**config.mk**
```make
export PLATFORM = sky130hd
export DESIGN_NAME = cbf_top
export DESIGN_NICKNAME = d
export VERILOG_FILES = /design/src/cbf_pkg.sv /design/src/cbf_pin.sv /design/src/cbf_accept.sv /design/src/cbf_top.sv
export SDC_FILE = /design/constraint.sdc
export NUM_CORES = 1
export LEC_CHECK = 0
export BUFFER_PORTS_ARGS = -buffer_cell sky130_fd_sc_hd__buf_2
export CORE_MARGIN = 1
export CORE_UTILIZATION = 30
export CTS_CLUSTER_SIZE = 24
export DETAILED_ROUTE_END_ITERATION = 6
export HOLD_SLACK_MARGIN = 0.08
export MAX_ROUTING_LAYER = met4
export SYNTH_ARGS = -nofsm -noshare
export SYNTH_HDL_FRONTEND = slang
export SYNTH_SLANG_ARGS = --single-unit
```
**constraint.sdc**
```tcl
create_clock -name CLK_SYS -period 2.3 [get_ports CLK_SYS]
set_input_delay 0.69 -clock CLK_SYS [delete_from_list [all_inputs] [get_ports CLK_SYS]]
set_output_delay 0.69 -clock CLK_SYS [all_outputs]
set_load 0.005 [all_outputs]
```
**src/cbf_pkg.sv**
```systemverilog
`default_nettype none
// ----------------------------------------------------------------------
// Shared constants for the receive buffer full pin block
// ----------------------------------------------------------------------
package cbf_pkg;

    // Register addresses on the internal register port
    localparam logic [7:0] ADDR_BUF0_CTRL  = 8'h60; // Buffer zero control
    localparam logic [7:0] ADDR_PIN_CTRL   = 8'h0c; // Full pin control
    localparam logic [7:0] ADDR_INT_FLAG   = 8'h2c; // Interrupt flags

    // Buffer zero control field positions
    localparam int CTRL_MODE_HI  = 6;  // Filter mode field top bit
    localparam int CTRL_MODE_LO  = 5;  // Filter mode field low bit
    localparam int CTRL_RTR      = 3;  // Remote request received
    localparam int CTRL_ROLL     = 2;  // Rollover enable
    localparam int CTRL_ROLL_CPY = 1;  // Rollover copy
    localparam int CTRL_HIT      = 0;  // Filter hit flag

    // Full pin control field positions
    localparam int PIN_MODE0  = 0;  // Pin zero mode
    localparam int PIN_MODE1  = 1;  // Pin one mode
    localparam int PIN_EN0    = 2;  // Pin zero enable
    localparam int PIN_EN1    = 3;  // Pin one enable
    localparam int PIN_STATE0 = 4;  // Pin zero state
    localparam int PIN_STATE1 = 5;  // Pin one state

    // Interrupt flag field positions
    localparam int FLAG_RX0 = 0;  // Buffer zero receive flag
    localparam int FLAG_RX1 = 1;  // Buffer one receive flag

    // Reset values
    localparam logic [7:0] RST_BYTE   = 8'h00; // All registers clear
    localparam logic [1:0] RST_MODE   = 2'h0;  // Filters, any identifier
    localparam logic [7:0] FULL_MASK  = 8'hff; // Whole byte write mask

    // Receive filter modes
    typedef enum logic [1:0] {
        MODE_ANY_FILT = 2'h0,  // Filtered, either identifier type
        MODE_STD_FILT = 2'h1,  // Filtered, standard identifiers only
        MODE_EXT_FILT = 2'h2,  // Filtered, extended identifiers only
        MODE_NO_FILT  = 2'h3   // Masks and filters bypassed
    } cbf_mode_t;

    // Masked merge used by plain write and bit modify alike
    function automatic logic [7:0] cbf_merge(
        input logic [7:0] old_val,
        input logic [7:0] new_val,
        input logic [7:0] mask
    );
        cbf_merge = (old_val & ~mask) | (new_val & mask);
    endfunction

endpackage
`default_nettype wire

```
**src/cbf_pin.sv**
```systemverilog
`default_nettype none
// ----------------------------------------------------------------------
// One buffer full pin driver, active low, registered
// ----------------------------------------------------------------------
module cbf_pin (
    input  wire logic clk,       // System clock
    input  wire logic rst,       // Synchronous reset, high
    input  wire logic pin_en,    // Full pin enable
    input  wire logic pin_mode,  // One: interrupt, zero: output
    input  wire logic pin_state, // Level in output mode
    input  wire logic rx_flag,   // Buffer receive flag
    output logic      pin_n      // Pin level, low means full
);
    import cbf_pkg::*;

    logic pin_d; // Next pin level

    // Pin level selection
    always_comb begin
        if (!pin_en) begin
            pin_d = 1'b1;       // Disabled, held high
        end else if (pin_mode) begin
            pin_d = ~rx_flag;   // Low while flag set
        end else begin
            pin_d = pin_state;  // Software level only
        end
    end

    // Pin register
    always_ff @(posedge clk) begin
        if (rst) begin
            pin_n <= 1'b1;
        end else begin
            pin_n <= pin_d;
        end
    end

endmodule
`default_nettype wire

```
**src/cbf_accept.sv**
```systemverilog
`default_nettype none
// ----------------------------------------------------------------------
// Buffer zero acceptance decision per filter mode
// ----------------------------------------------------------------------
module cbf_accept (
    input  wire cbf_pkg::cbf_mode_t  rx_mode,  // Filter mode field
    input  wire logic                msg_ext,  // Extended identifier
    input  wire logic [1:0]          filt_hit, // Filter one, filter zero
    output logic                     accept,   // Buffer zero accepts
    output logic                     hit_sel   // One when filter one hit and filter zero did not
);
    import cbf_pkg::*;

    logic any_hit; // Some filter matched

    // Mode dependent acceptance
    always_comb begin
        any_hit = |filt_hit;
        hit_sel = ~filt_hit[0] & filt_hit[1]; // Filter zero first
        unique case (rx_mode)
            MODE_NO_FILT:  accept = 1'b1;
            MODE_EXT_FILT: accept = any_hit & msg_ext;
            MODE_STD_FILT: accept = any_hit & ~msg_ext;
            MODE_ANY_FILT: accept = any_hit;
        endcase
    end

endmodule
`default_nettype wire

```
**src/cbf_top.sv**
```systemverilog
`default_nettype none
// Summary of operation
// - Two full pins, one per buffer
// - Enable and mode set: pin follows flag
// - Flag set by load drives pin low
// - Flag cleared returns pin high
// - Output mode: pin from state bit only
// - State one drives high, zero low
// - Mode 11 accepts any message
// - Mode 10 extended, 01 standard, filtered
// - Mode 00 accepts all filtered messages
// - Bit 3 read-only remote request flag
// - Bits 7 and 4 read zero
// - Load sets flag; host clears it
// - Rollover moves overflow into buffer one
// - Bit 0 shows which filter hit
module cbf_top (
    input  wire logic       CLK_SYS,    // System clock, 25 MHz
    input  wire logic       RST,        // Synchronous reset, high
    input  wire logic       REG_WR,     // Register write strobe
    input  wire logic [7:0] REG_ADDR,   // Register address
    input  wire logic [7:0] REG_WDATA,  // Write data
    input  wire logic [7:0] REG_MASK,   // Bit modify mask
    input  wire logic       REG_RD,     // Register read strobe
    input  wire logic       MSG_VALID,  // Assembled message ready, pulse
    input  wire logic       MSG_EXT,    // Extended identifier
    input  wire logic       MSG_RTR,    // Remote transfer request
    input  wire logic [1:0] MSG_HIT0,   // Buffer zero filter hits
    input  wire logic       MSG_HIT1,   // Buffer one criteria met
    output logic [7:0]      REG_RDATA,  // Read data, registered
    output logic            LOAD_BUF0,  // Message moved to buffer zero
    output logic            LOAD_BUF1,  // Message moved to buffer one
    output logic            BUFFER0_FULL_PIN_N, // Buffer zero full
    output logic            BUFFER1_FULL_PIN_N  // Buffer one full
);
    import cbf_pkg::*;

    // ------------------------------------------------------------------
    // State
    // ------------------------------------------------------------------
    cbf_mode_t  mode_q, mode_d;     // Receive filter mode field
    logic       rtr_q, rtr_d;       // Remote request received
    logic       roll_q, roll_d;     // Rollover enable
    logic       hit_q, hit_d;       // Filter hit flag
    logic [5:0] pinc_q, pinc_d;     // Full pin control bits
    logic [1:0] flag_q, flag_d;     // Receive flags
    logic [7:0] rdata_d;            // Next read data
    logic       ld0_d, ld1_d;       // Next load pulses
    logic       ld0_q, ld1_q;       // Load pulses
    logic [7:0] ctrl_rd;            // Buffer zero control view
    logic [7:0] pin_rd;             // Pin control view
    logic [7:0] flag_rd;            // Flag view
    logic [7:0] ctrl_new;           // Merged control write
    logic [7:0] pin_new;            // Merged pin control write
    logic [7:0] flag_new;           // Merged flag write
    logic       acc0;               // Buffer zero criteria met
    logic       hit_sel;            // Filter one matched, filter zero did not

    // ------------------------------------------------------------------
    // Acceptance
    // ------------------------------------------------------------------

    // Filter mode check for buffer zero
    cbf_accept u_accept (
        .rx_mode  (mode_q),
        .msg_ext  (MSG_EXT),
        .filt_hit (MSG_HIT0),
        .accept   (acc0),
        .hit_sel  (hit_sel)
    );

    // ------------------------------------------------------------------
    // Register views
    // ------------------------------------------------------------------

    // Read images of the three registers
    always_comb begin
        ctrl_rd                            = RST_BYTE;
        ctrl_rd[CTRL_MODE_HI:CTRL_MODE_LO] = mode_q;
        ctrl_rd[CTRL_RTR]                  = rtr_q;
        ctrl_rd[CTRL_ROLL]                 = roll_q;
        ctrl_rd[CTRL_ROLL_CPY]             = roll_q;
        ctrl_rd[CTRL_HIT]                  = hit_q;
        pin_rd                             = {2'h0, pinc_q};
        flag_rd                            = {6'h00, flag_q};
        ctrl_new = cbf_merge(ctrl_rd, REG_WDATA, REG_MASK);
        pin_new  = cbf_merge(pin_rd, REG_WDATA, REG_MASK);
        flag_new = cbf_merge(flag_rd, REG_WDATA, REG_MASK);
    end

    // ------------------------------------------------------------------
    // Next state
    // ------------------------------------------------------------------

    // Register writes, message loads and read data
    always_comb begin
        mode_d = mode_q;
        rtr_d  = rtr_q;
        roll_d = roll_q;
        hit_d  = hit_q;
        pinc_d = pinc_q;
        flag_d = flag_q;
        ld0_d  = 1'b0;
        ld1_d  = 1'b0;
        // Host writes; only writable fields change
        if (REG_WR) begin
            unique case (REG_ADDR)
                ADDR_BUF0_CTRL: begin
                    mode_d = cbf_mode_t'(
                        ctrl_new[CTRL_MODE_HI:CTRL_MODE_LO]);
                    roll_d = ctrl_new[CTRL_ROLL];
                end
                ADDR_PIN_CTRL: begin
                    pinc_d = pin_new[5:0];
                end
                ADDR_INT_FLAG: begin
                    flag_d = flag_q & flag_new[1:0]; // Host clears
                end
                default: begin
                    mode_d = mode_q; // Unmapped, ignored
                end
            endcase
        end
        // Message loads; a set beats a same cycle clear
        if (MSG_VALID) begin
            if (acc0 && !flag_q[FLAG_RX0]) begin
                ld0_d            = 1'b1;
                flag_d[FLAG_RX0] = 1'b1;
                rtr_d            = MSG_RTR;
                hit_d            = hit_sel;
            end else if (acc0 && roll_q && !flag_q[FLAG_RX1]) begin
                ld1_d            = 1'b1;
                flag_d[FLAG_RX1] = 1'b1;
                hit_d            = hit_sel;
            end else if (MSG_HIT1 && !flag_q[FLAG_RX1]) begin
                ld1_d            = 1'b1;
                flag_d[FLAG_RX1] = 1'b1;
            end
        end
        // Read data
        rdata_d = REG_RDATA;
        if (REG_RD) begin
            unique case (REG_ADDR)
                ADDR_BUF0_CTRL: rdata_d = ctrl_rd;
                ADDR_PIN_CTRL:  rdata_d = pin_rd;
                ADDR_INT_FLAG:  rdata_d = flag_rd;
                default:        rdata_d = RST_BYTE;
            endcase
        end
    end

    // ------------------------------------------------------------------
    // Registers
    // ------------------------------------------------------------------

    // Register update
    always_ff @(posedge CLK_SYS) begin
        if (RST) begin
            mode_q    <= cbf_mode_t'(RST_MODE);
            rtr_q     <= 1'b0;
            roll_q    <= 1'b0;
            hit_q     <= 1'b0;
            pinc_q    <= RST_BYTE[5:0];
            flag_q    <= RST_BYTE[1:0];
            ld0_q     <= 1'b0;
            ld1_q     <= 1'b0;
            REG_RDATA <= RST_BYTE;
        end else begin
            mode_q    <= mode_d;
            rtr_q     <= rtr_d;
            roll_q    <= roll_d;
            hit_q     <= hit_d;
            pinc_q    <= pinc_d;
            flag_q    <= flag_d;
            ld0_q     <= ld0_d;
            ld1_q     <= ld1_d;
            REG_RDATA <= rdata_d;
        end
    end

    assign LOAD_BUF0 = ld0_q;
    assign LOAD_BUF1 = ld1_q;

    // ------------------------------------------------------------------
    // Full pins
    // ------------------------------------------------------------------

    // Buffer zero pin
    cbf_pin u_pin0 (
        .clk       (CLK_SYS),
        .rst       (RST),
        .pin_en    (pinc_q[PIN_EN0]),
        .pin_mode  (pinc_q[PIN_MODE0]),
        .pin_state (pinc_q[PIN_STATE0]),
        .rx_flag   (flag_q[FLAG_RX0]),
        .pin_n     (BUFFER0_FULL_PIN_N)
    );

    // Buffer one pin
    cbf_pin u_pin1 (
        .clk       (CLK_SYS),
        .rst       (RST),
        .pin_en    (pinc_q[PIN_EN1]),
        .pin_mode  (pinc_q[PIN_MODE1]),
        .pin_state (pinc_q[PIN_STATE1]),
        .rx_flag   (flag_q[FLAG_RX1]),
        .pin_n     (BUFFER1_FULL_PIN_N)
    );

endmodule
`default_nettype wire

```
==> results of run 1 <==
## power groups by stage
stage	Clock (mW)	Sequential [mW]	Combinational, mW
finish	0.285	0.429	0.0905
global route	0.321	0.431	0.100
CTS	0.295	0.429	0.0904
detailed placement	0	0.439	0.0901
global placement	0	0.440	0.0897
floorplan	0	0.437	0.0447
## Yosys cell counts, types with 2 or more instances
| master | instances | area [sq um] |
|---|---|---|
| dfxtp_1 | 24 | 480 |
| nand2_1 | 14 | 52.6 |
| nor2_1 | 10 | 37.5 |
| mux2i_1 | 8 | 80.1 |
| inv_1 | 7 | 26.3 |
| o21ai_0 | 7 | 35.0 |
| nand3_1 | 6 | 30.0 |
| a21oi_1 | 5 | 25.0 |
| a22oi_1 | 5 | 37.5 |
| nand2b_1 | 4 | 25.0 |
| nor4_2 | 4 | 50.1 |
| clkbuf_1 | 3 | 11.3 |
| ha_1 | 3 | 37.5 |
| nand4_1 | 3 | 18.8 |
| nor3_1 | 3 | 15.0 |
| o21ai_1 | 3 | 15.0 |
| a22o_1 | 2 | 17.5 |
| nor2b_1 | 2 | 12.5 |
| nor4_1 | 2 | 12.5 |
| o211ai_1 | 2 | 15.0 |
| o311ai_0 | 2 | 17.5 |
| o41ai_1 | 2 | 17.5 |
## worst paths after layout
check | startpoint | endpoint | cells past startpoint
max | REG_ADDR[7] | flip-flop | 5
min | flip-flop | u_pin0.pin_n | 1
max reg2reg | flip-flop | flag_q[1] | 6
min reg2reg | flip-flop | u_pin0.pin_n | 1
## final cells by class
| cell class | instances | area (sq um) |
|---|---|---|
| inverters | 7 | 26.3 |
| clock buffers | 4 | 55.1 |
| well taps | 48 | 60.1 |
| repair buffers | 46 | 240 |
| fillers | 398 | 2240 |
| multi-input cells | 102 | 694 |
| flip-flops and latches | 24 | 480 |
## worst register-to-register path, delay by kind of cell, from the launching register on
| kind | cells | cell delay, ns |
|---|---|---|
| flip-flops | 1 | 0.45 |
| buffers and inverters | 1 | 0.08 |
| adder cells (fa/ha/maj) | 1 | 0.27 |
| AO/OA/AOI/OAI | 4 | 0.84 |
## metrics by stage
stage / setup slack (ns) / hold slack, ns / cells / utilization [%] / power [mW]
5_1_grt: 0.409 / 0.464 / 231 / 41.0 / 0.853
3_3_place_gp: 0.176 / 0.420 / 227 / 39.5 / 0.529
6_report: 0.449 / 0.429 / 231 / 41.0 / 0.805
4_1_cts: 0.472 / 0.443 / 231 / 41.0 / 0.815
2_1_floorplan: 0.340 / 0.380 / 138 / - / 0.482
3_5_place_dp: 0.194 / 0.422 / 227 / 39.5 / 0.529
## metal layers
metal | share of wire [%] | up-vias | GRT usage [%]
met3 | 6.1 | 5 | 2.41
met1 | 51 | 521 | 22.0
met2 | 42 | 37 | 22.3
met4 | 1.2 | 0 | 4.79
li1 | - | 591 | -
met5 | 0 | - | -
## kinds of logic after synthesis
logic type	Yosys count
simple gates	57
buf+inv	12
other cells	1
mux	8
compound gates	32
fa+ha+maj	3
xor+xnor	1
flops	24
==> metrics.csv, run 1 <==
stage,metric,value,unit
clock_tree,worst-case clock buffer depth,2,
worst_setup_path,Setup crit start kind,primary input,
grt,Total GRT Usage,15.5,%
yosys,Cells after Synth,138,
floorplan,Ports,46,
sta,Final Skew,0.00298,ns
clock_tree,clock-pin slew on the worst setup and hold paths,0.08,ns
floorplan,die width,66.1,um
worst_setup_path,critical path peak fanout,9,
grt,number of global-route vias before repair,1022,
yosys,Post-synth EDFFs,0,
clock_tree,hold buffers post-CTS,0,
power_and_ir_drop,pwr/cell area,517,mW/mm^2
sta,Max Freq,540,MHz
power_and_ir_drop,P_leak,0.614,nW
detailed_routing,Vias/cell,5.00,
detailed_routing,initial DRC count,21,
layout,number of diodes,0,
min_path,Hold Crit Class,flip-flop to flip-flop,
yosys,sequential share of the synthesized area,39.0,%
worst_setup_path,Setup Crit Path Kind,primary input to flip-flop,
yosys,XOR/XNOR Fraction of Synth Area,0.711,%
run,Max Cap Violations,0,
clock_tree,clk sinks,24,
sta,Final Hold Viols,0,
yosys,"Distinct cells, synth",39,
power_and_ir_drop,Combinational Power Share,11.2,%
sta,# setup viols final,0,
grt,initial antenna violation count,0,
sta,RSZ-0062 raised after global routing,false,
layout,Layout Nets,221,
yosys,Seq cells post-synth,24,
clock_tree,# Post-CTS Setup Buffers,0,
floorplan,Chip Height,66.1,um
power_and_ir_drop,Sw Share,23.6,%
worst_setup_path,critical path's slowest cell,or4_4,
worst_setup_path,"Largest stage delay, worst path",0.64,ns
layout,"commonest non-fill, non-tap cells in the layout","buf_2 (42), dfxtp_1 (24), nand2_1 (14)",
yosys,ys async rst share,0,%
grt,largest net degree at the start of global routing,16,
power_and_ir_drop,Cell Int Power,614,uW
clock_tree,H-tree depth,1,
grt,GRT overflow,0,
yosys,Netlist Area Pre-Place,0.00123,sq mm
layout,Post-Layout Inst Area,0.00156,sq mm
detailed_routing,Initial DRT Pass Iterations,4,
worst_setup_path,reg-to-reg setup timing slack,0.57,ns
layout,share of layout cells above drive strength 1,32.8,%
placement,routability cong.,0.836,
yosys,largest family of logic cells by synthesized area,simple AND/OR/NAND/NOR gates,
sta,setup total negative slack,0,ns
floorplan,Std-Cell Core Area,0.00380,sq mm
power_and_ir_drop,net switching power,190,uW
yosys,Synth Flop Type,dfxtp_1,
detailed_routing,Routed WL,3.00,mm
yosys,Synth Area in Compound Gates,17.6,%
worst_setup_path,Worst Path Required,2.45,ns
clock_tree,CTS resizes,0,
worst_setup_path,Crit. End Element,flip-flop,
clock_tree,total CTS buffers,3,
layout,"commonest non-fill, non-tap cell in the layout",buf_2,
sta,Final min period,1.85,ns
floorplan,Die ar.,0.00436,sq mm
worst_setup_path,CP bufs+invs,1,
status,outcome,"complete, no violations",
detailed_routing,WL/cell,13.0,um
yosys,Simple-Gate Fraction of Synth Area,28.3,%
yosys,Post-Synth Adder-Cell Area,3.05,%
detailed_routing,via count,1154,
clock_tree,Clock Latency Late Sink,0.26,ns
yosys,Mapped Nets,175,
clock_tree,CTS tree,done,
placement,PortBufs,42,
sta,crit share post-route,80.5,%
worst_setup_path,Top delay family on crit path,simple AND/OR/NAND/NOR gates,
yosys,multiplexer area fraction after synthesis,6.50,%
placement,Post-DP HPWL,2.33,mm
worst_setup_path,Worst EP arrival,2.00,ns
placement,dpl cell area,0.00150,sq mm
sta,Final Slew Violations,0,
grt,global-route wire length before repair,4.97,mm
floorplan,Initial Util,32.4,%
power_and_ir_drop,clock share of power,35.4,%
layout,area grow syn2layout,26.4,%
worst_setup_path,critical-path cell list,"buf_2, or4_4, nor4_2, mux2i_1, nor2_1",
power_and_ir_drop,worst vdd ir,212,uV
yosys,synth warn,0,
floorplan,row count,22,
power_and_ir_drop,sequential power share,53.4,%
detailed_routing,ANT nets after route,0,
clock_tree,CTS root buf,clkbuf_8,
yosys,Syn Area/Cell,8.92,sq um
detailed_routing,# DRC,0,
Note: power is estimated with default switching activity, not from simulation.
==> run 2, diff against run 1 <==
clock period = 1.7 ns   (was 2.3 ns; I/O delays follow)
==> run 2 against run 1 <==
Combinational power up 70%; global-route usage increased by 1.6 points; first-iteration DRC count grew 130%; core utilization is 4.6 points higher.
==> metrics.csv, run 2 (same netlist as run 1, synthesis figures left out) <==
stage,metric,value,unit
run,Max Cap Violations,0,
status,outcome,"complete, no violations",
grt,GRT overflow,0,
worst_setup_path,Setup crit start kind,primary input,
sta,crit share post-route,96.2,%
layout,area grow syn2layout,40.8,%
placement,PortBufs,42,
detailed_routing,ANT nets after route,0,
detailed_routing,Initial DRT Pass Iterations,4,
layout,"commonest non-fill, non-tap cells in the layout","buf_2 (42), dfxtp_1 (22), nand2_1 (14), buf_4 (14), nor2_1 (10)",
sta,# setup viols final,0,
worst_setup_path,Top delay family on crit path,compound AO/OA/AOI/OAI gates,
worst_setup_path,critical path peak fanout,2,
clock_tree,clk sinks,24,
worst_setup_path,Crit. End Element,flip-flop,
worst_setup_path,critical path startpoint,REG_ADDR[7],
grt,initial antenna violation count,0,
worst_setup_path,CP bufs+invs,2,
layout,share of layout cells above drive strength 1,40.4,%
detailed_routing,via count,1220,
power_and_ir_drop,net switching power,278,uW
worst_setup_path,RR Endpoint,rtr_q,
floorplan,Initial Util,32.4,%
detailed_routing,# DRC,0,
clock_tree,total CTS buffers,3,
floorplan,die width,66.1,um
detailed_routing,WL/cell,14.0,um
worst_setup_path,Worst EP arrival,1.77,ns
layout,number of diodes,0,
layout,Post-Layout Inst Area,0.00173,sq mm
sta,Relative slew margins,67.0,%
power_and_ir_drop,clock share of power,40.3,%
detailed_routing,initial DRC count,49,
clock_tree,worst-case clock buffer depth,2,
clock_tree,CTS tree,done,
clock_tree,H-tree depth,1,
worst_setup_path,critical path's slowest cell,o311ai_0,
power_and_ir_drop,Combinational Power Share,12.5,%
min_path,Hold Crit Class,flip-flop to flip-flop,
worst_setup_path,Setup Crit Path Kind,primary input to flip-flop,
sta,Final Hold Viols,0,
floorplan,Chip Height,66.1,um
sta,Final min period,1.63,ns
worst_setup_path,Worst R2R Path Depth,7,
power_and_ir_drop,Cell Int Power,954,uW
power_and_ir_drop,Sw Share,22.6,%
power_and_ir_drop,P_leak,0.724,nW
clock_tree,# Post-CTS Setup Buffers,0,
layout,"commonest non-fill, non-tap cell in the layout",buf_2,
placement,dpl cell area,0.00164,sq mm
sta,Final Slew Violations,0,
grt,global-route wire length before repair,5.55,mm
power_and_ir_drop,sequential power share,47.3,%
sta,Slew @ Worst Pin,0.489,ns
worst_setup_path,reg-to-reg setup timing slack,0.16,ns
clock_tree,clock-pin slew on the worst setup and hold paths,0.08,ns
sta,Final Skew,0.00152,ns
worst_setup_path,CP Capture Point,flag_q[1],
detailed_routing,Vias/cell,5.06,
power_and_ir_drop,worst vdd ir,480,uV
layout,Layout Nets,231,
placement,Post-DP HPWL,2.70,mm
worst_setup_path,"Largest stage delay, worst path",0.46,ns
grt,most used routing layer,met2,
worst_setup_path,critical-path cell list,"buf_2, nor4_1, buf_4, nand4_1, o311ai_0, o41ai_2",
floorplan,Std-Cell Core Area,0.00380,sq mm
grt,Total GRT Usage,17.1,%
grt,number of global-route vias before repair,1214,
grt,GR Util met1,21.7,%
grt,GR Util met2,28.6,%
worst_setup_path,Worst Path Required,1.83,ns
clock_tree,Clock Latency Late Sink,0.26,ns
grt,largest net degree at the start of global routing,15,
floorplan,row count,22,
floorplan,Ports,46,
layout,utilization after layout,45.6,%
sta,Max Freq,612,MHz
power_and_ir_drop,pwr/cell area,711,mW/mm^2
floorplan,Die ar.,0.00436,sq mm
grt,met3 usage,3.62,%
worst_setup_path,CP Depth,6,
detailed_routing,Routed WL,3.39,mm
placement,routability cong.,0.822,
clock_tree,CTS root buf,clkbuf_8,
run 2: changes by cell type in the layout (fill, tap and decap cells not counted), sizes merged:
cell and delta:
bufinv +1, buf +10, clkbuf -1
run 2: worst min-delay path by stage:
stage	startpoint	end	slack, ns	cells past startpoint
4_1_cts	flip-flop	u_pin0.pin_n	0.43	1
6_report	flip-flop	u_pin0.pin_n	0.44	1
3_5_place_dp	flip-flop	u_pin0.pin_n	0.41	1
2_1_floorplan	flip-flop	u_pin1.pin_n	0.38	1
3_3_place_gp	flip-flop	u_pin1.pin_n	0.41	1
5_1_grt	flip-flop	u_pin1.pin_n	0.46	1
run 2: final cells by class:
class	count	area, sq um
clock inverter	1	30.0
clock buffer	3	41.3
timing repair buffer	56	315
multi-input combinational	102	777
inverter	7	26.3
tap	48	60.1
sequential	24	483
fill	397	2070
run 2: stage by stage:
step / setup slack, ns / cells / TNS [ns] / total power [mW] / hold WS (ns)
2_1_floorplan: -0.0514 / 138 / -0.168 / 0.662 / 0.380
3_3_place_gp: -0.187 / 237 / -2.10 / 0.738 / 0.405
3_5_place_dp: -0.202 / 237 / -2.34 / 0.745 / 0.413
4_1_cts: 0.00247 / 241 / 0 / 1.24 / 0.434
5_1_grt: -0.0353 / 241 / -0.0353 / 1.29 / 0.462
6_report: 0.0654 / 241 / 0 / 1.23 / 0.443
run 2: per-layer routing:
layer	vias up	share of wire [%]
met5	-	0
met4	0	0.41
met3	2	3.8
met2	29	48
met1	575	47
li1	614	-
run 2: repair_timing:
action,in CTS,in global routing
gates resized for setup,1,4
pin swaps,2,3
hold buffers,0,0
endpoints found under the setup margin,1,4
run 2: worst register-to-register path, stage by stage, from the launching register on:
cell	delay [ns]
dfxtp_2	0.36
inv_1	0.08
ha_1	0.22
xnor2_2	0.18
o211ai_1	0.15
buf_4	0.17
a21bo_2	0.18
a21oi_1	0.13
run 2: power by group through the flow:
stage | sequential [mW] | clock (mW) | combinational [mW]
after floorplan | 0.591 | 0 | 0.0712
after global placement | 0.594 | 0 | 0.144
after detailed placement | 0.595 | 0 | 0.150
after CTS | 0.582 | 0.513 | 0.150
after global routing | 0.584 | 0.538 | 0.168
final | 0.582 | 0.496 | 0.154
==> run 3, diff against run 2 <==
SYNTH_HIERARCHICAL = 1   (was unset)
==> run 3 against run 2 <==
Highest routed layer unchanged; critical path type is now flip-flop to flip-flop; clock skew up 0.0027 ns; register-to-register slack lost 0.28 ns; largest cell class unchanged; non-clock buffer count down 3; sequential share of layout area rose by 1.6 points; the run now ends with setup timing left.
==> metrics.csv, run 3 <==
stage,metric,value,unit
placement,dpl cell area,0.00155,sq mm
grt,global-route wire length before repair,4.97,mm
layout,area grow syn2layout,33.2,%
layout,Finished Layout Cells,232,
power_and_ir_drop,P_leak,0.729,nW
grt,GR Util met1,19.0,%
worst_setup_path,Worst EP arrival,2.01,ns
worst_setup_path,critical path peak fanout,3,
sta,RSZ-0062 raised after global routing,true,
placement,placed cells,227,
clock_tree,CTS tree,done,
sta,Final WS setup,-0.115,ns
min_path,Hold Crit Class,flip-flop to flip-flop,
yosys,cell taking the most area after synthesis,dfxtp_1,
power_and_ir_drop,total power,1.09,mW
sta,Final Hold Viols,0,
detailed_routing,WL/cell,13.2,um
worst_setup_path,Worst R2R Path Depth,8,
detailed_routing,initial DRC count,31,
detailed_routing,Vias/cell,4.97,
placement,PortBufs,42,
sta,Final min period,1.82,ns
status,failing checks,setup timing,
floorplan,Std-Cell Core Area,0.00380,sq mm
yosys,synth warn,6,
yosys,ys async rst share,0,%
sta,crit share post-route,107,%
worst_setup_path,Top delay family on crit path,compound AO/OA/AOI/OAI gates,
layout,number of diodes,0,
grt,GRT overflow,0,
yosys,top post-synthesis cells by area,"dfxtp_1 (39%), mux2i_1 (8.1%), nand4b_1 (6.4%), nor2_1 (4.0%), a22oi_1 (3.0%)",
worst_setup_path,Setup Crit Path Kind,flip-flop to flip-flop,
detailed_routing,Routed WL,3.06,mm
worst_setup_path,CP bufs+invs,1,
yosys,Seq cells post-synth,24,
detailed_routing,via count,1154,
layout,fill cell count,399,
layout,"commonest non-fill, non-tap cells in the layout","buf_2 (42), dfxtp_1 (22), nor2_1 (13)",
floorplan,Ports,46,
worst_setup_path,critical-path cell list,"inv_2, ha_4, o21ai_1, o211ai_1, a21oi_1, or4b_1, a21oi_2, o21bai_1",
yosys,Syn Area/Cell,9.33,sq um
power_and_ir_drop,worst vdd ir,295,uV
floorplan,Initial Util,32.4,%
clock_tree,clock-pin slew on the worst setup and hold paths,0.08,ns
power_and_ir_drop,Sw Share,22.7,%
placement,Post-DP HPWL,2.35,mm
yosys,Mapped Nets,169,
yosys,leading cell type by number of instances after synthesis,dfxtp_1,
grt,GR Util met2,24.9,%
grt,met3 usage,2.24,%
floorplan,die width,66.1,um
power_and_ir_drop,sequential power share,53.1,%
power_and_ir_drop,Combinational Power Share,11.7,%
clock_tree,worst-case clock buffer depth,2,
layout,Multi-input gate area,731,sq um
grt,Total GRT Usage,15.2,%
detailed_routing,# DRC,0,
sta,# setup viols final,1,
layout,utilization after layout,43.2,%
worst_setup_path,critical path's slowest cell,or4b_1,
sta,Final Slew Violations,0,
layout,Storage cell area,483,sq um
grt,most used routing layer,met2,
clock_tree,Clock Latency Late Sink,0.26,ns
yosys,Commonest cells post-synth,"dfxtp_1 (24), nor2_1 (13), mux2i_1 (10)",
yosys,Synth Flop Type,dfxtp_1,
power_and_ir_drop,pwr/cell area,662,mW/mm^2
worst_setup_path,"Largest stage delay, worst path",0.50,ns
floorplan,row count,22,
yosys,Cells after Synth,132,
clock_tree,H-tree depth,1,
clock_tree,total CTS buffers,3,
grt,largest net degree at the start of global routing,14,
grt,number of global-route vias before repair,1147,
layout,"commonest non-fill, non-tap cell in the layout",buf_2,
detailed_routing,Initial DRT Pass Iterations,4,
yosys,post-synth top area share,39.0,%
status,outcome,"complete, but fails checks",
power_and_ir_drop,clock share of power,35.2,%
layout,Post-Layout Inst Area,0.00164,sq mm
clock_tree,clk sinks,24,
min_path,hold path depth,2,
clock_tree,CTS root buf,clkbuf_8,
sta,Final Skew,0.00424,ns
yosys,Netlist Area Pre-Place,0.00123,sq mm
layout,share of layout cells above drive strength 1,40.2,%
floorplan,Die ar.,0.00436,sq mm
yosys,sequential share of the synthesized area,39.0,%
worst_setup_path,Worst Path Required,1.90,ns
worst_setup_path,Setup crit start kind,flip-flop,
yosys,"Distinct cells, synth",39,
worst_setup_path,CP Depth,8,
grt,initial antenna violation count,0,
floorplan,Chip Height,66.1,um
yosys,Post-synth EDFFs,0,
sta,Max Freq,551,MHz
run,Max Cap Violations,0,
detailed_routing,ANT nets after route,0,
power_and_ir_drop,net switching power,246,uW
worst_setup_path,Crit. End Element,flip-flop,
power_and_ir_drop,Cell Int Power,840,uW
placement,routability cong.,0.807,
layout,Layout Nets,222,
==> run 3: cell types whose count changed in the layout (fill, tap and decap cells not counted), sizes merged, moves of 3 or more <==
cell / change
nor4: -6
and2: +3
nand3: -5
buf: -3
nand2: -6
nand4b: +9
==> run 3: cells by family after synthesis <==
group	count (synthesis)	share of synthesized area (%)
AO/OA/AOI/OAI	25	12.5
XOR/XNOR	1	0.712
adder cells (fa/ha/maj)	3	3.05
buffers and inverters	10	4.07
flip-flops	24	39.0
multiplexers	12	9.96
other	1	0.305
AND/OR/NAND/NOR	56	30.4
==> run 3: final timing paths <==
kind,from,end,slack [ns]
worst min register to register,REG_RDATA[3],REG_RDATA[3],0.45
worst max-delay path,flip-flop,flag_q[1],-0.12
worst min-delay path,REG_RDATA[3],REG_RDATA[3],0.45
worst max register to register,flip-flop,flag_q[1],-0.12
==> run 3: routing by layer <==
metal / vias up / wire length [um] / share of wire, %
li1: 581 / - / -
met1: 537 / 1410 / 46
met2: 30 / 1450 / 47
met3: 6 / 153 / 5.0
met4: 0 / 46 / 1.5
met5: - / 0 / 0
==> run 3: cell type report <==
class,instances,share of cell area (%)
clock buffer,4,3.36
tap,48,3.66
inverter,5,1.14
multi-input combinational,98,44.5
sequential,24,29.4
timing repair buffer,53,17.8
==> run 3: metrics by stage <==
stage	hold WS [ns]	worst slack, ns	TNS, ns
2_1_floorplan	0.446	-0.0972	-0.0972
3_3_place_gp	0.437	-0.0957	-0.0957
3_5_place_dp	0.441	-0.133	-0.148
4_1_cts	0.453	-0.0867	-0.0867
5_1_grt	0.485	-0.221	-0.358
6_report	0.451	-0.115	-0.115
==> run 3: worst min-delay path, delay by kind of cell, from the launching register on <==
kind	cells	cell delay (ns)
flip-flops	1	0.31
AND/OR/NAND/NOR	1	0.05
AO/OA/AOI/OAI	1	0.05
==> run 3: power by group through the flow <==
stage | sequential, mW | clock (mW) | combinational [mW]
2_1_floorplan | 0.587 | 0 | 0.0525
3_5_place_dp | 0.590 | 0 | 0.122
4_1_cts | 0.576 | 0.389 | 0.123
6_report | 0.577 | 0.382 | 0.127
5_1_grt | 0.579 | 0.417 | 0.140
3_3_place_gp | 0.589 | 0 | 0.119
==> run 3: timing repair <==
item,in CTS,in global routing
hold buffers,0,0
endpoints found under the setup margin,2,5
setup buffers,0,1
pin swaps,1,1
gates resized for setup,3,5
cloned,0,0
